`config.mk`:
```
export PLATFORM = sky130hd
export DESIGN_NAME = panel_output_sync_timing
export DESIGN_NICKNAME = d
export VERILOG_FILES = /design/src/inc/panel_timing_pkg.sv /design/src/core/panel_output_sync_timing.sv /design/src/core/shift_clock_gen.sv
export SDC_FILE = /design/constraint.sdc
export NUM_CORES = 1
export LEC_CHECK = 0
export BUFFER_PORTS_ARGS = -buffer_cell sky130_fd_sc_hd__buf_2
export CAP_MARGIN = 20
export CORE_ASPECT_RATIO = 0.7
export CORE_MARGIN = 5
export CORE_UTILIZATION = 55
export DETAILED_ROUTE_END_ITERATION = 10
export GPL_TIMING_DRIVEN = 1
export PLACE_DENSITY = 0.77
export REMOVE_ABC_BUFFERS = 1
export SLEW_MARGIN = 20
export SYNTH_ARGS = -nofsm -noshare
export SYNTH_HDL_FRONTEND = slang
export SYNTH_SLANG_ARGS = --single-unit
```
`constraint.sdc`:
```
create_clock -name clk -period 3.1 [get_ports clk]
set_clock_uncertainty 0.1 [all_clocks]
set_input_delay 0.62 -clock clk [delete_from_list [all_inputs] [get_ports clk]]
set_output_delay 0.62 -clock clk [all_outputs]
set_load 0.02 [all_outputs]
```
`src/inc/panel_timing_pkg.sv`:
```
// Register map, field layout, panel codes and helper functions for the panel sync timing block.
package panel_timing_pkg;

   // Register port addresses (byte addresses, one word each).
   localparam int ADDR_W = 12;
   localparam logic [11:0] OFS_TIMING_ONE = 12'h400;
   localparam logic [11:0] OFS_TIMING_TWO = 12'h404;
   localparam logic [11:0] OFS_STATUS = 12'h408;
   localparam logic [31:0] RESET_TIMING_ONE = 32'h0000_0000;
   localparam logic [31:0] RESET_TIMING_TWO = 32'h0000_0000;

   // Fields of panel_timing_one.
   localparam int ONE_FRAME_POL = 30;
   localparam int ONE_LINE_POL = 29;
   localparam int ONE_SRC_SEL = 27;
   localparam int ONE_TOTAL_LSB = 16;
   localparam int ONE_TOTAL_W = 11;
   localparam int ONE_LEAD_LSB = 5;
   localparam int ONE_LEAD_W = 3;
   localparam int ONE_TRAIL_LSB = 0;
   localparam int ONE_TRAIL_W = 5;

   // Fields of panel_timing_two.
   localparam int TWO_BYPASS = 30;
   localparam int TWO_RETRACE = 27;
   localparam int TWO_LINE_OVR = 26;
   localparam int TWO_FRAME_OVR = 24;
   localparam int TWO_FRAME_INV = 23;
   localparam int TWO_LINE_POL = 22;
   localparam int TWO_TYPE_LSB = 18;
   localparam int TWO_TYPE_W = 4;

   // Fields of the read-only status word.
   localparam int STAT_COUNT_LSB = 0;
   localparam int STAT_MARKER = 16;
   localparam int STAT_RUNNING = 17;
   localparam int STAT_DUAL = 18;

   // Panel type codes held in panel_timing_two type field.
   localparam logic [3:0] TYPE_DSTN24 = 4'h0;
   localparam logic [3:0] TYPE_DSTN16 = 4'h1;
   localparam logic [3:0] TYPE_SSTN8 = 4'h2;
   localparam logic [3:0] TYPE_TFT9 = 4'h3;
   localparam logic [3:0] TYPE_TFT18 = 4'h4;
   localparam logic [3:0] TYPE_TFT9X2 = 4'h5;
   localparam logic [3:0] TYPE_TFT12X2 = 4'h6;

   // Shift clock periods in pixel clocks.
   localparam logic [2:0] DIV_QUARTER = 3'h4;
   localparam logic [2:0] DIV_HALF = 3'h2;
   localparam logic [2:0] DIV_FULL = 3'h1;
   localparam logic [2:0] DIV_LONG = 3'h3;
   localparam logic [2:0] DIV_SHORT = 3'h2;
   localparam logic [1:0] PATTERN_LAST = 2'h2;

   // Leading edge code 0 means no delay; the others skip a delay of one.
   function automatic logic [4:0] lead_delay(input logic [2:0] code);
      lead_delay = (code == 3'h0) ? 5'h00 : ({2'h0, code} + 5'h01);
   endfunction : lead_delay

   function automatic logic is_dual(input logic [3:0] panelType);
      is_dual = (panelType == TYPE_DSTN24) || (panelType == TYPE_DSTN16);
   endfunction : is_dual

   function automatic logic is_stn(input logic [3:0] panelType);
      is_stn = is_dual(panelType) || (panelType == TYPE_SSTN8);
   endfunction : is_stn

   // Period of the current shift clock cycle; phase walks the 3,2,3 pattern.
   function automatic logic [2:0] shift_period(input logic [3:0] panelType,
                                               input logic [1:0] phase);
      unique case (panelType)
         TYPE_DSTN24: shift_period = DIV_QUARTER;
         TYPE_DSTN16, TYPE_SSTN8: shift_period = (phase == 2'h1) ? DIV_SHORT : DIV_LONG;
         TYPE_TFT9X2, TYPE_TFT12X2: shift_period = DIV_HALF;
         default: shift_period = DIV_FULL;
      endcase
   endfunction : shift_period

endpackage : panel_timing_pkg

```
`src/core/panel_output_sync_timing.sv`:
```
// Flat panel output sync timing: line sync rebuild, frame marker and shift clock.
//
// Decided for this implementation: strobed register access.
`timescale 1ns/1ps
`default_nettype none

// Summary of operation
// - Bypass set ignores edge fields, retrace control and output polarity overrides.
// - Source select clear passes line sync; set rebuilds it from input.
// - Leading and trailing edge fields apply only with source select set.
// - Both edge delays count pixel clocks from input line sync leading edge.
// - Leading code zero gives no delay; codes one to seven give two to eight.
// - Trailing code is its own delay; code zero gives no pulse.
// - Trailing edge at or before leading edge gives no pulse.
// - Output line polarity bit acts only with its override enable set.
// - Bypass set forwards the input frame sync unchanged.
// - Bypass clear generates the frame marker internally, per panel mode.
// - Single scan: one marker per incoming frame sync.
// - Dual scan: marker on first line and again after half the lines.
// - Frame marker inversion acts only with its override enable set.
// - Shift clock derives from the pixel clock by panel type ratio.
// - Ratios: quarter, 3-2-3 pattern, full, or half by panel type.
// - Retrace control gates shift clock to active data; no effect in STN.
// - Frame input polarity bit: clear pulses high, set pulses low.
// - Line input polarity normalises the input before edges are measured.
module panel_output_sync_timing #(
   parameter int TOTAL_W = panel_timing_pkg::ONE_TOTAL_W
) (
   // Pixel clock and reset
   input wire logic clk,
   input wire logic nrst,
   // Register port
   input wire logic [11:0] regAddr,
   input wire logic [31:0] regWrData,
   input wire logic regWrite,
   input wire logic regRead,
   output logic [31:0] regRdData,
   // Video source pins
   input wire logic inputLineSync,
   input wire logic inputFrameSync,
   input wire logic dataActive,
   // Panel pins
   output logic latchPulseOutput,
   output logic firstLineMarker,
   output logic panelShiftClock
);

   typedef struct packed {
      logic [31:0] timingOne;
      logic [31:0] timingTwo;
      logic [31:0] rdData;
      logic [1:0] lineSync;
      logic [1:0] frameSync;
      logic [1:0] actSync;
      logic linePrev;
      logic framePrev;
      logic [4:0] edgeCnt;
      logic running;
      logic lineOut;
      logic armed;
      logic marker;
      logic markerOut;
      logic [TOTAL_W-1:0] lineCount;
   } state_t;

   state_t st_r;
   state_t st_nxt;

   // Decoded controls.
   logic bypass;
   logic regen;
   logic lineInv;
   logic frameInv;
   logic [2:0] leadCode;
   logic [4:0] trailCode;
   logic [4:0] leadDly;
   logic [3:0] panelType;
   logic dual;
   logic [TOTAL_W-1:0] halfTotal;
   logic lineNorm;
   logic frameNorm;
   logic lineEdge;
   logic frameEdge;
   logic [4:0] pos;
   logic genActive;
   logic gateOpen;

   always_comb begin
      bypass = st_r.timingTwo[panel_timing_pkg::TWO_BYPASS];
      // Rebuilding needs source select, and bypass overrides it.
      regen = st_r.timingOne[panel_timing_pkg::ONE_SRC_SEL] && !bypass;
      // Output polarity only moves under its own enable, never in bypass.
      lineInv = !bypass && st_r.timingTwo[panel_timing_pkg::TWO_LINE_OVR] &&
                st_r.timingTwo[panel_timing_pkg::TWO_LINE_POL];
      frameInv = !bypass && st_r.timingTwo[panel_timing_pkg::TWO_FRAME_OVR] &&
                 st_r.timingTwo[panel_timing_pkg::TWO_FRAME_INV];
      leadCode = st_r.timingOne[panel_timing_pkg::ONE_LEAD_LSB +: panel_timing_pkg::ONE_LEAD_W];
      trailCode = st_r.timingOne[panel_timing_pkg::ONE_TRAIL_LSB +:
                                 panel_timing_pkg::ONE_TRAIL_W];
      leadDly = panel_timing_pkg::lead_delay(leadCode);
      panelType = st_r.timingTwo[panel_timing_pkg::TWO_TYPE_LSB +: panel_timing_pkg::TWO_TYPE_W];
      dual = panel_timing_pkg::is_dual(panelType);
      halfTotal = st_r.timingOne[panel_timing_pkg::ONE_TOTAL_LSB +: TOTAL_W] >> 1;
      // Inputs are normalised to pulse high before any edge is taken.
      lineNorm = st_r.lineSync[1] ^ st_r.timingOne[panel_timing_pkg::ONE_LINE_POL];
      frameNorm = st_r.frameSync[1] ^ st_r.timingOne[panel_timing_pkg::ONE_FRAME_POL];
      lineEdge = lineNorm && !st_r.linePrev;
      frameEdge = frameNorm && !st_r.framePrev;
      // Position zero is the cycle in which the leading edge is seen.
      pos = lineEdge ? 5'h00 : st_r.edgeCnt;
      // A trailing edge at or before the leading one leaves no pulse.
      genActive = (lineEdge || st_r.running) && (pos >= leadDly) && (pos < trailCode);
      // Retrace gating is honoured only outside bypass and outside STN.
      gateOpen = bypass || !st_r.timingTwo[panel_timing_pkg::TWO_RETRACE] ||
                 panel_timing_pkg::is_stn(panelType) || st_r.actSync[1];
   end

   always_comb begin
      st_nxt = st_r;

      // Two-stage synchronisers for the pin inputs.
      st_nxt.lineSync = {st_r.lineSync[0], inputLineSync};
      st_nxt.frameSync = {st_r.frameSync[0], inputFrameSync};
      st_nxt.actSync = {st_r.actSync[0], dataActive};
      st_nxt.linePrev = lineNorm;
      st_nxt.framePrev = frameNorm;

      // Edge counter restarts at every leading edge and stops at its limit.
      if (lineEdge) begin
         st_nxt.edgeCnt = 5'h01;
         st_nxt.running = 1'b1;
      end else if (st_r.running) begin
         if (st_r.edgeCnt == 5'h1f) begin
            st_nxt.running = 1'b0;
         end else begin
            st_nxt.edgeCnt = st_r.edgeCnt + 5'h01;
         end
      end

      // Output line sync: raw pass or rebuilt pulse.
      st_nxt.lineOut = regen ? (genActive ^ lineInv) : st_r.lineSync[1];

      // Frame marker generation and line counting.
      if (frameEdge) begin
         st_nxt.armed = 1'b1;
         st_nxt.lineCount = '0;
      end else if (lineEdge) begin
         st_nxt.marker = 1'b0;
         if (st_r.armed) begin
            // Marker over the first line after each frame sync.
            st_nxt.marker = 1'b1;
            st_nxt.armed = 1'b0;
         end else if (dual && halfTotal != '0 && st_r.lineCount == halfTotal) begin
            // Second marker once the upper half has been scanned.
            st_nxt.marker = 1'b1;
         end
         if (st_r.lineCount != '1) begin
            st_nxt.lineCount = st_r.lineCount + TOTAL_W'(1);
         end
      end
      st_nxt.markerOut = bypass ? st_r.frameSync[1] : (st_nxt.marker ^ frameInv);

      // Register writes.
      if (regWrite) begin
         if (regAddr == panel_timing_pkg::OFS_TIMING_ONE) begin
            st_nxt.timingOne = regWrData;
         end
         if (regAddr == panel_timing_pkg::OFS_TIMING_TWO) begin
            st_nxt.timingTwo = regWrData;
         end
      end

      // Read data stands for exactly one cycle; unmapped reads return zero.
      st_nxt.rdData = 32'h0000_0000;
      if (regRead) begin
         unique case (regAddr)
            panel_timing_pkg::OFS_TIMING_ONE: st_nxt.rdData = st_r.timingOne;
            panel_timing_pkg::OFS_TIMING_TWO: st_nxt.rdData = st_r.timingTwo;
            panel_timing_pkg::OFS_STATUS: begin
               st_nxt.rdData[panel_timing_pkg::STAT_COUNT_LSB +: TOTAL_W] = st_r.lineCount;
               st_nxt.rdData[panel_timing_pkg::STAT_MARKER] = st_r.marker;
               st_nxt.rdData[panel_timing_pkg::STAT_RUNNING] = st_r.running;
               st_nxt.rdData[panel_timing_pkg::STAT_DUAL] = dual;
            end
            default: st_nxt.rdData = 32'h0000_0000;
         endcase
      end
   end

   always_ff @(posedge clk or negedge nrst) begin
      if (!nrst) begin
         st_r <= '0;
         st_r.timingOne <= panel_timing_pkg::RESET_TIMING_ONE;
         st_r.timingTwo <= panel_timing_pkg::RESET_TIMING_TWO;
      end else begin
         st_r <= st_nxt;
      end
   end

   // Shift clock divider, gated to active data where the panel allows.
   shift_clock_gen shiftDiv (
      .clk(clk),
      .nrst(nrst),
      .panelType(panelType),
      .gateOpen(gateOpen),
      .shiftTick(panelShiftClock)
   );

   assign regRdData = st_r.rdData;
   assign latchPulseOutput = st_r.lineOut;
   assign firstLineMarker = st_r.markerOut;
endmodule : panel_output_sync_timing

`default_nettype wire

```
`src/core/shift_clock_gen.sv`:
```
// Panel shift clock divider running on the pixel clock.
`timescale 1ns/1ps
`default_nettype none

module shift_clock_gen (
   // Clock and reset
   input wire logic clk,
   input wire logic nrst,
   // Control
   input wire logic [3:0] panelType,
   input wire logic gateOpen,
   // Shift clock strobe
   output logic shiftTick
);

   typedef struct packed {
      logic [1:0] cnt;
      logic [1:0] phase;
      logic tick;
   } div_t;

   div_t st_r;
   div_t st_nxt;

   always_comb begin
      logic [2:0] period;
      period = panel_timing_pkg::shift_period(panelType, st_r.phase);
      st_nxt = st_r;
      st_nxt.tick = 1'b0;
      if (!gateOpen) begin
         st_nxt.cnt = 2'h0;
      end else if ({1'b0, st_r.cnt} >= period - 3'h1) begin
         // Greater-or-equal lets a shorter period take over at once after a type change.
         // One shift clock per period; the phase steps through 3,2,3.
         st_nxt.tick = 1'b1;
         st_nxt.cnt = 2'h0;
         st_nxt.phase = (st_r.phase == panel_timing_pkg::PATTERN_LAST) ? 2'h0 :
                        st_r.phase + 2'h1;
      end else begin
         st_nxt.cnt = st_r.cnt + 2'h1;
      end
   end

   always_ff @(posedge clk or negedge nrst) begin
      if (!nrst) begin
         st_r <= '0;
      end else begin
         st_r <= st_nxt;
      end
   end

   assign shiftTick = st_r.tick;
endmodule : shift_clock_gen

`default_nettype wire

```
==> results of run 1 <==
==> final cells by class <==
type / instances / area [um^2] / area share
sequential: 130 / 3250 / 0.457
multi-input combinational: 336 / 2520 / 0.354
timing repair buffer: 92 / 505 / 0.0711
clock buffer: 20 / 457 / 0.0642
tap: 153 / 191 / 0.0269
clock inverter: 12 / 133 / 0.0186
inverter: 14 / 52.6 / 0.00739
==> per-layer routing <==
layer	GRT usage	share of wire	vias up
li1	-	-	1925
met1	0.306	0.47	2120
met2	0.313	0.46	122
met3	0.0622	0.066	6
met4	0.0442	0.0054	0
met5	0	0	-
==> power groups by stage <==
stage                     logic [mW]  clock network (mW)  registers, mW
after CTS                      0.385                1.99           1.82
after global placement         0.364                   0           1.85
after floorplan                0.229                   0           1.84
final                          0.382                1.96           1.82
after global routing           0.433                2.09           1.83
after detailed placement       0.381                   0           1.85
==> worst max path at each step <==
stage                                      end             startpoint  slack [ns]  depth (start not counted)
floorplan           latchPulseOutput$_DFF_PN0_  st_r[122]$_DFFE_PN0P_        0.61                          9
global placement    latchPulseOutput$_DFF_PN0_  st_r[122]$_DFFE_PN0P_        0.44                          9
detailed placement  latchPulseOutput$_DFF_PN0_  st_r[122]$_DFFE_PN0P_        0.28                          9
CTS                 latchPulseOutput$_DFF_PN0_  st_r[122]$_DFFE_PN0P_        0.24                          9
global route        latchPulseOutput$_DFF_PN0_  st_r[122]$_DFFE_PN0P_        0.20                          9
finish              latchPulseOutput$_DFF_PN0_  st_r[122]$_DFFE_PN0P_        0.41                          9
==> cells in the mapped netlist (2+ instances only) <==
library cell	number	area, um^2
dfrtp_1	130	3250
nor2_1	65	244
mux2_1	60	676
mux2i_1	37	370
buf_4	32	240
a21oi_1	29	145
nand2_1	16	60.1
xor2_1	15	131
ha_1	14	175
inv_1	14	52.6
nand3_1	12	60.1
buf_2	10	50.1
clkbuf_1	9	33.8
nor4_1	9	56.3
o21ai_0	9	45.0
xnor2_1	9	78.8
and2_1	6	37.5
mux2_2	6	67.6
nand2b_1	6	37.5
nor2b_1	6	37.5
nor3_1	4	20.0
nor3_2	4	40.0
buf_6	3	33.8
nand4_1	3	18.8
and3_1	2	12.5
and4_4	2	22.5
nand4b_1	2	17.5
nor2_2	2	12.5
o21a_1	2	15.0
o31ai_1	2	15.0
==> worst reg2reg max path: stages, from the launching register on <==
cell	delay, ns
dfrtp_1	0.40
xnor2_1	0.36
or2_4	0.28
and2_1	0.19
ha_1	0.25
a221oi_1	0.27
o31ai_1	0.14
a2111oi_1	0.41
mux2i_1	0.14
nand3_1	0.09
==> registers in the layout (all words and copies together), names as in the netlist <==
signal              flops
st_r                   70
regRdData              32
halfTotal              10
panelType               4
shiftDiv.st_r           4
leadCode                3
st_nxt                  3
bypass                  1
firstLineMarker         1
latchPulseOutput        1
shiftDiv.shiftTick      1
==> cells by family (layout without fill, tap and decap cells) <==
logic type	count (synthesis)	count (layout)	synth area share
xor+xnor	24	24	0.0340
buf+inv	69	138	0.0669
fa+ha+maj	15	15	0.0299
simple gates	147	147	0.120
flops	130	130	0.526
mux	103	103	0.180
compound gates	47	47	0.0431
==> stage by stage <==
step / util / setup WS, ns / area, um^2 / hold slack, ns / power [mW]
after floorplan: - / 0.611 / 5820 / 0.224 / 2.07
after global placement: 0.592 / 0.436 / 6520 / 0.235 / 2.22
after detailed placement: 0.592 / 0.281 / 6520 / 0.237 / 2.24
after CTS: 0.646 / 0.235 / 7110 / 0.0772 / 4.20
after global routing: 0.646 / 0.199 / 7110 / 0.0985 / 4.35
final: 0.646 / 0.408 / 7110 / 0.0654 / 4.17
==> flow_summary.json, run 1 <==
{
  "outcome": "complete, no violations",
  "finalSetupViolCount": 0,
  "dr.pass1.iters": 4,
  "hold_path_class": "in2async",
  "viasPerCell": 5.51,
  "netSwitchingFraction": 0.243,
  "relSlewSlack": 0.517,
  "drtAntennaViolNets": 0,
  "ys_warn_count": 0,
  "synth_top_flop_cell": "dfrtp_1",
  "via_count": 4173,
  "grt_pass1_wl_um": 21900,
  "cts-root-buf": "clkbuf_16",
  "cts_max_path_buffers": 2,
  "layout_commonest_cell": "dfrtp_1",
  "r2r-start": "st_r[122]$_DFFE_PN0P_",
  "crit_family": "compound AO/OA/AOI/OAI gates",
  "diodes": 0,
  "place_inst": 725,
  "rsz0062_at_grt": "no",
  "setup_tns_ns": 0,
  "critPathCaptureType": "flip-flop",
  "cts.sinks": 130,
  "clock_latency_ns": 0.42,
  "wire_per_inst_um": 17.5,
  "die_w_um": 137,
  "layout.cells.non_filler": 757,
  "reg2regPathDepth": 9,
  "dr.first_iter.drc_count": 277,
  "synth_edf_count": 0,
  "dp_hpwl_um": 9300,
  "slew_viol_final": 0,
  "comb_power_share": 0.091,
  "powerDensity_mw_per_mm2": 586,
  "worstPathRequired_ns": 3.34,
  "pwr-share-clk": 0.471,
  "ys_ff_latch": 130,
  "tightest_slew_ns": 0.723,
  "grt_max_degree": 55,
  "slowest_delay_ns": 0.41,
  "reg2reg_slack_ns": 0.41,
  "peakVddDrop_mv": 0.334,
  "drive_gt1_frac": 0.237,
  "design.die.area_mm2": 0.0135,
  "synthCells": 535,
  "core_mm2": 0.0110,
  "most-common-layout-cells": "dfrtp_1 (130), buf_2 (84), nor2_1 (65)",
  "yosysSeqAreaShare": 0.526,
  "timing.final.crit_share": 0.868,
  "p_leak_nw": 3.68,
  "path_cells": "xnor2_1, or2_4, and2_1, ha_1, a221oi_1, o31ai_1, a2111oi_1, mux2i_1, nand3_1",
  "regToRegEndpoint": "latchPulseOutput$_DFF_PN0_",
  "cts_resized": 0,
  "fmax_mhz": 372,
  "die_y_um": 98.7,
  "overflow": 0,
  "n_fill_cell": 840,
  "port_buffers": 85,
  "grt_pass1_vias": 4321,
  "cts_tree": "built",
  "initial_core_util": 0.562,
  "drt_wl_total_um": 13300,
  "p_switching_mw": 1.01,
  "postCtsSetupBuffers": 0,
  "h-tree-depth": 4,
  "numCtsBuffers": 17,
  "drcViolationCount": 0,
  "ios": 86,
  "arrival_ns": 2.93,
  "cap_violations": 0,
  "std_cell_rows": 32,
  "critical_path.max_fanout": 13,
  "start_kind": "flip-flop",
  "avgSynthCellArea_um2": 11.6,
  "ys_async_sr_fraction": 1.00,
  "grt_usage": 0.210,
  "p_int_mw": 3.16,
  "synth_cell_types": 45,
  "nets": 656,
  "path_clk_slew_ns": 0.06,
  "slowest_stage": "a2111oi_1",
  "path_class": "reg2reg",
  "hold_viol": 0,
  "syn2layout_area_growth_pct": 15.0,
  "crit_buf_inv": 0,
  "syn_area_mm2": 0.00619,
  "postCtsHoldBufs": 0,
  "p_seq_frac": 0.437,
  "antenna_found_initial": 0,
  "layout_min_cycle_time_ns": 2.69,
  "gp_congestion": 0.889
}
No activity file was read; power rests on OpenSTA's default activity.
==> run 2, diff against run 1 <==
- GPL_ROUTABILITY_DRIVEN: unset -> 0
- GPL_TIMING_DRIVEN: 1 -> 0
- HOLD_SLACK_MARGIN: unset -> 0.08
==> run 2 against run 1 <==
Net effect: sequential cell count is the same; wire length decreased by 3.4%; maximum frequency is 4.6% lower; clock power is 6% higher; sequential share of layout area is essentially flat; register-to-register slack lost 0.13 ns; critical path depth did not move; utilization barely moved; global-route usage is 0.43 points lower; critical endpoint unchanged.
==> flow_summary.json, run 2 (synthesized netlist as in run 1, its figures left out) <==
{
  "drive_gt1_frac": 0.230,
  "drt_wl_total_um": 12800,
  "r2r-start": "st_r[122]$_DFFE_PN0P_",
  "whs_ns": 0.202,
  "cap_violations": 0,
  "slew_viol_final": 0,
  "cts_tree": "built",
  "via_count": 4104,
  "layout_commonest_cell": "dfrtp_1",
  "die_w_um": 137,
  "regToRegEndpoint": "latchPulseOutput$_DFF_PN0_",
  "nets": 651,
  "critical_path.max_fanout": 13,
  "viasPerCell": 5.46,
  "largest_register": "st_r",
  "port_buffers": 85,
  "cts-root-buf": "clkbuf_16",
  "multi_input_area_mm2": 0.00253,
  "setup_slack_ns": 0.280,
  "finalSetupViolCount": 0,
  "overflow": 0,
  "grt_max_degree": 79,
  "hold_path_class": "in2reg",
  "rsz0062_at_grt": "no",
  "clock_latency_ns": 0.42,
  "ios": 86,
  "start_kind": "flip-flop",
  "syn2layout_area_growth_pct": 15.0,
  "powerDensity_mw_per_mm2": 603,
  "design.die.area_mm2": 0.0135,
  "core_mm2": 0.0110,
  "layout_min_cycle_time_ns": 2.82,
  "tightest_slew_ns": 1.04,
  "critPathCaptureType": "flip-flop",
  "fmax_mhz": 355,
  "wire_per_inst_um": 17.0,
  "path_clk_slew_ns": 0.06,
  "initial_core_util": 0.562,
  "std_cell_rows": 32,
  "h-tree-depth": 4,
  "arrival_ns": 3.07,
  "reg2reg_slack_ns": 0.28,
  "seqCellArea_mm2": 0.00325,
  "grt_pass1_wl_um": 21500,
  "grt_pass1_vias": 4253,
  "holdPathEnd": "st_nxt[24]$_DFF_PN0_",
  "most-common-layout-cells": "dfrtp_1 (130), buf_2 (83), nor2_1 (65)",
  "timing.final.crit_share": 0.910,
  "reg2regPathDepth": 9,
  "hold_viol": 0,
  "dp_hpwl_um": 8750,
  "relSlewSlack": 0.308,
  "outcome": "complete, no violations",
  "numCtsBuffers": 17,
  "finalPower_mw": 4.29,
  "die_y_um": 98.7,
  "dr.first_iter.drc_count": 249,
  "whs_path_depth": 1,
  "drtAntennaViolNets": 0,
  "cts.sinks": 130,
  "dp_slack_ns": -0.471,
  "drcViolationCount": 0,
  "largest_reg_flops": 70,
  "worstPathRequired_ns": 3.35,
  "peakVddDrop_mv": 0.385,
  "cts_max_path_buffers": 2,
  "p_leak_nw": 3.65,
  "antenna_found_initial": 0,
  "postCtsSetupBuffers": 0,
  "hold_path.startpoint": "dataActive",
  "path_class": "reg2reg",
  "grt_usage": 0.206,
  "dr.pass1.iters": 4,
  "diodes": 0,
  "n_fill_cell": 824
}
## run 2: what timing repair did
| action | CTS | global route |
|---|---|---|
| hold buffers | 1 | 0 |
| endpoints found under the setup margin | 25 | 1 |
| endpoints found under the hold margin | 52 | 0 |
| resized for setup | 1 | 1 |
| cloned | 0 | 0 |
## run 2: worst max path at each step
stage                                       to                   from  cells after the start  slack (ns)
floorplan           latchPulseOutput$_DFF_PN0_  st_r[122]$_DFFE_PN0P_                      9        0.61
global placement      panelType[1]$_DFFE_PN0P_             regAddr[2]                      3       -0.40
finish              latchPulseOutput$_DFF_PN0_  st_r[122]$_DFFE_PN0P_                      9        0.28
detailed placement        st_r[70]$_DFFE_PN0P_             regAddr[2]                      3       -0.47
global route        latchPulseOutput$_DFF_PN0_  st_r[122]$_DFFE_PN0P_                      9        0.13
CTS                 latchPulseOutput$_DFF_PN0_  st_r[122]$_DFFE_PN0P_                      9         0.1
## run 2: worst max-delay path, cell delays in order (launching register included)
cell,delay (ns)
dfrtp_1,0.42
xnor2_1,0.37
or2_4,0.29
and2_1,0.22
ha_1,0.26
a221oi_1,0.29
o31ai_1,0.16
a2111oi_1,0.42
mux2i_1,0.14
nand3_1,0.08
## run 2: cell type report
| type | instances | area share |
|---|---|---|
| clock buffers | 18 | 0.0617 |
| clock inverters | 14 | 0.0251 |
| inverters | 14 | 0.00739 |
| multi-input cells | 336 | 0.355 |
| flip-flops and latches | 130 | 0.457 |
| well taps | 153 | 0.0269 |
| repair buffers | 87 | 0.0663 |
## run 2: power by group
group	switching, mW	internal, mW	leakage (nW)
sequential	0.0658	1.76	1.77
combinational	0.217	0.172	1.61
clock	0.779	1.30	0.282
## run 2: metal layers
metal	wire, um	vias to the layer above	part of all wire	global-route usage
met5	0	-	0	0
met4	164	0	0.013	0.0620
met3	947	17	0.074	0.0663
met2	5730	121	0.45	0.299
met1	5970	2049	0.47	0.296
li1	-	1917	-	-
## run 2: per-stage QoR
step | TNS (ns) | util | instance area (um^2) | cells
floorplan | 0 | - | 5820 | 480
global placement | -50.68 | 0.585 | 6440 | 718
detailed placement | -14.52 | 0.588 | 6470 | 719
CTS | 0 | 0.646 | 7110 | 752
global route | 0 | 0.646 | 7120 | 752
finish | 0 | 0.646 | 7120 | 752
==> run 3, diff against run 2 <==
- CORE_UTILIZATION: 55 -> 52
- PLACE_DENSITY: 0.77 -> 0.76
- clock period: 3.1 -> 2.5 ns (I/O delays scaled with it)
==> run 3 against run 2 <==
Net effect: global-route usage shrank 0.71 points; largest power group unchanged; sequential power grew 24%; critical path depth stayed put; largest cell class unchanged; final area up 1.4%; register-to-register slack worse by 0.25 ns; die area increased by 5.3%; via count up 2.8%; sequential share of layout area is 0.63 points lower; total power increased by 25%; clock power rose by 23%; first-iteration DRC count fell by 22%; cell count grew 1.3%.
==> flow_summary.json, run 3 (synthesized netlist as in run 1, its figures left out) <==
{
  "most-common-layout-cells": "dfrtp_1 (130), buf_2 (83), nor2_1 (65)",
  "timing.final.crit_share": 0.987,
  "arrival_ns": 2.72,
  "cap_violations": 0,
  "netSwitchingFraction": 0.250,
  "r2r-start": "st_r[122]$_DFFE_PN0P_",
  "syn2layout_area_growth_pct": 16.6,
  "layout.cells.non_filler": 762,
  "fin_util": 0.618,
  "antenna_found_initial": 1,
  "p_seq_frac": 0.425,
  "grt_pass1_vias": 4412,
  "place_inst": 723,
  "pwr-share-clk": 0.475,
  "finalPower_mw": 5.35,
  "hold_viol": 0,
  "die_w_um": 140,
  "largest_reg_flops": 70,
  "cts_tree": "built",
  "path_class": "reg2reg",
  "diodes": 0,
  "finalSetupViolCount": 0,
  "drive_gt1_frac": 0.248,
  "slowest_delay_ns": 0.42,
  "crit_buf_inv": 0,
  "tightest_slew_ns": 1.08,
  "dr.first_iter.drc_count": 193,
  "grt_pass1_wl_um": 21900,
  "placed_area_mm2": 0.00648,
  "drcViolationCount": 0,
  "worstPathRequired_ns": 2.75,
  "layout_min_cycle_time_ns": 2.47,
  "p_int_mw": 4.01,
  "core_mm2": 0.0117,
  "crit_family": "compound AO/OA/AOI/OAI gates",
  "p_leak_nw": 3.70,
  "powerDensity_mw_per_mm2": 741,
  "numCtsBuffers": 17,
  "h-tree-depth": 4,
  "grt_usage": 0.199,
  "p_switching_mw": 1.34,
  "cts-root-buf": "clkbuf_16",
  "critPathCaptureType": "flip-flop",
  "path_cells": "xnor2_2, or2_4, and2_1, ha_4, a221oi_2, o31ai_2, a2111oi_1, mux2i_1, nand3_1",
  "viasPerCell": 5.54,
  "via_count": 4218,
  "stdcell_area_mm2": 0.00722,
  "slew_viol_final": 0,
  "relSlewSlack": 0.279,
  "std_cell_rows": 33,
  "comb_power_share": 0.101,
  "drtAntennaViolNets": 0,
  "hold_path.startpoint": "inputFrameSync",
  "cts.sinks": 130,
  "largest_register": "st_r",
  "overflow": 0,
  "clock_latency_ns": 0.42,
  "layout_commonest_cell": "dfrtp_1",
  "path_clk_slew_ns": 0.06,
  "cts_max_path_buffers": 2,
  "dr.pass1.iters": 4,
  "initial_core_util": 0.529,
  "outcome": "complete, no violations",
  "die_y_um": 101,
  "drt_wl_total_um": 13500,
  "critical_path.max_fanout": 7,
  "hold_path_class": "in2reg",
  "peakVddDrop_mv": 0.589,
  "nets": 657,
  "fmax_mhz": 405,
  "dp_hpwl_um": 9210,
  "grt_max_degree": 68,
  "design.die.area_mm2": 0.0142,
  "rsz0062_at_grt": "yes",
  "startpoint": "st_r[122]$_DFFE_PN0P_",
  "slowest_stage": "dfrtp_1",
  "port_buffers": 85,
  "ios": 86,
  "start_kind": "flip-flop",
  "wire_per_inst_um": 17.7
}
==> run 3: what timing repair did <==
action                                  4_1_cts  5_1_grt
endpoints found under the hold margin        65        0
pin swaps                                     5        1
hold buffers                                  3        0
endpoints found under the setup margin       33       37
buffers inserted                              3        0
cloned                                        0        1
gates resized for setup                       8        6
==> run 3: final timing paths <==
check | depth (start not counted) | end | slack, ns
min | 1 | st_nxt[26]$_DFF_PN0_ | 0.09
max | 9 | latchPulseOutput$_DFF_PN0_ | 0.03
min in group asynchronous | 2 | st_r[121]$_DFFE_PN0P_ | 0.54
max in group asynchronous | 3 | regRdData[20]$_DFF_PN0_ | 1.04
min reg2reg | 0 | st_r[28]$_DFF_PN0_ | 0.25
max reg2reg | 9 | latchPulseOutput$_DFF_PN0_ | 0.03
==> run 3: metal layers <==
metal | up-vias | GRT usage | wire length (um)
li1 | 1927 | - | -
met1 | 2110 | 0.261 | 5990
met2 | 156 | 0.306 | 6100
met3 | 23 | 0.0703 | 1190
met4 | 2 | 0.0759 | 232
met5 | - | 0 | 9
==> run 3: layout make-up <==
type | instances | area (um^2)
fillers | 932 | 4470
flip-flops and latches | 130 | 3250
multi-input cells | 337 | 2590
repair buffers | 92 | 514
clock buffers | 18 | 429
well taps | 157 | 196
clock inverters | 14 | 180
inverters | 14 | 52.6
==> run 3: stage by stage <==
step	setup WS, ns	hold WS, ns	setup TNS [ns]
after floorplan	0.0114	0.104	0
after global placement	-0.857	0.238	-133.48
after detailed placement	-0.930	0.242	-38.81
after CTS	0.0276	0.0860	0
after global routing	-0.0980	0.0848	-0.0980
final	0.0318	0.0943	0
==> run 3: power by group through the flow <==
stage               registers, mW  clock network, mW  logic, mW
floorplan                    2.28                  0      0.283
global placement             2.30                  0      0.444
detailed placement           2.30                  0      0.479
CTS                          2.27               2.58      0.515
global route                 2.28               2.69      0.601
finish                       2.27               2.54      0.538
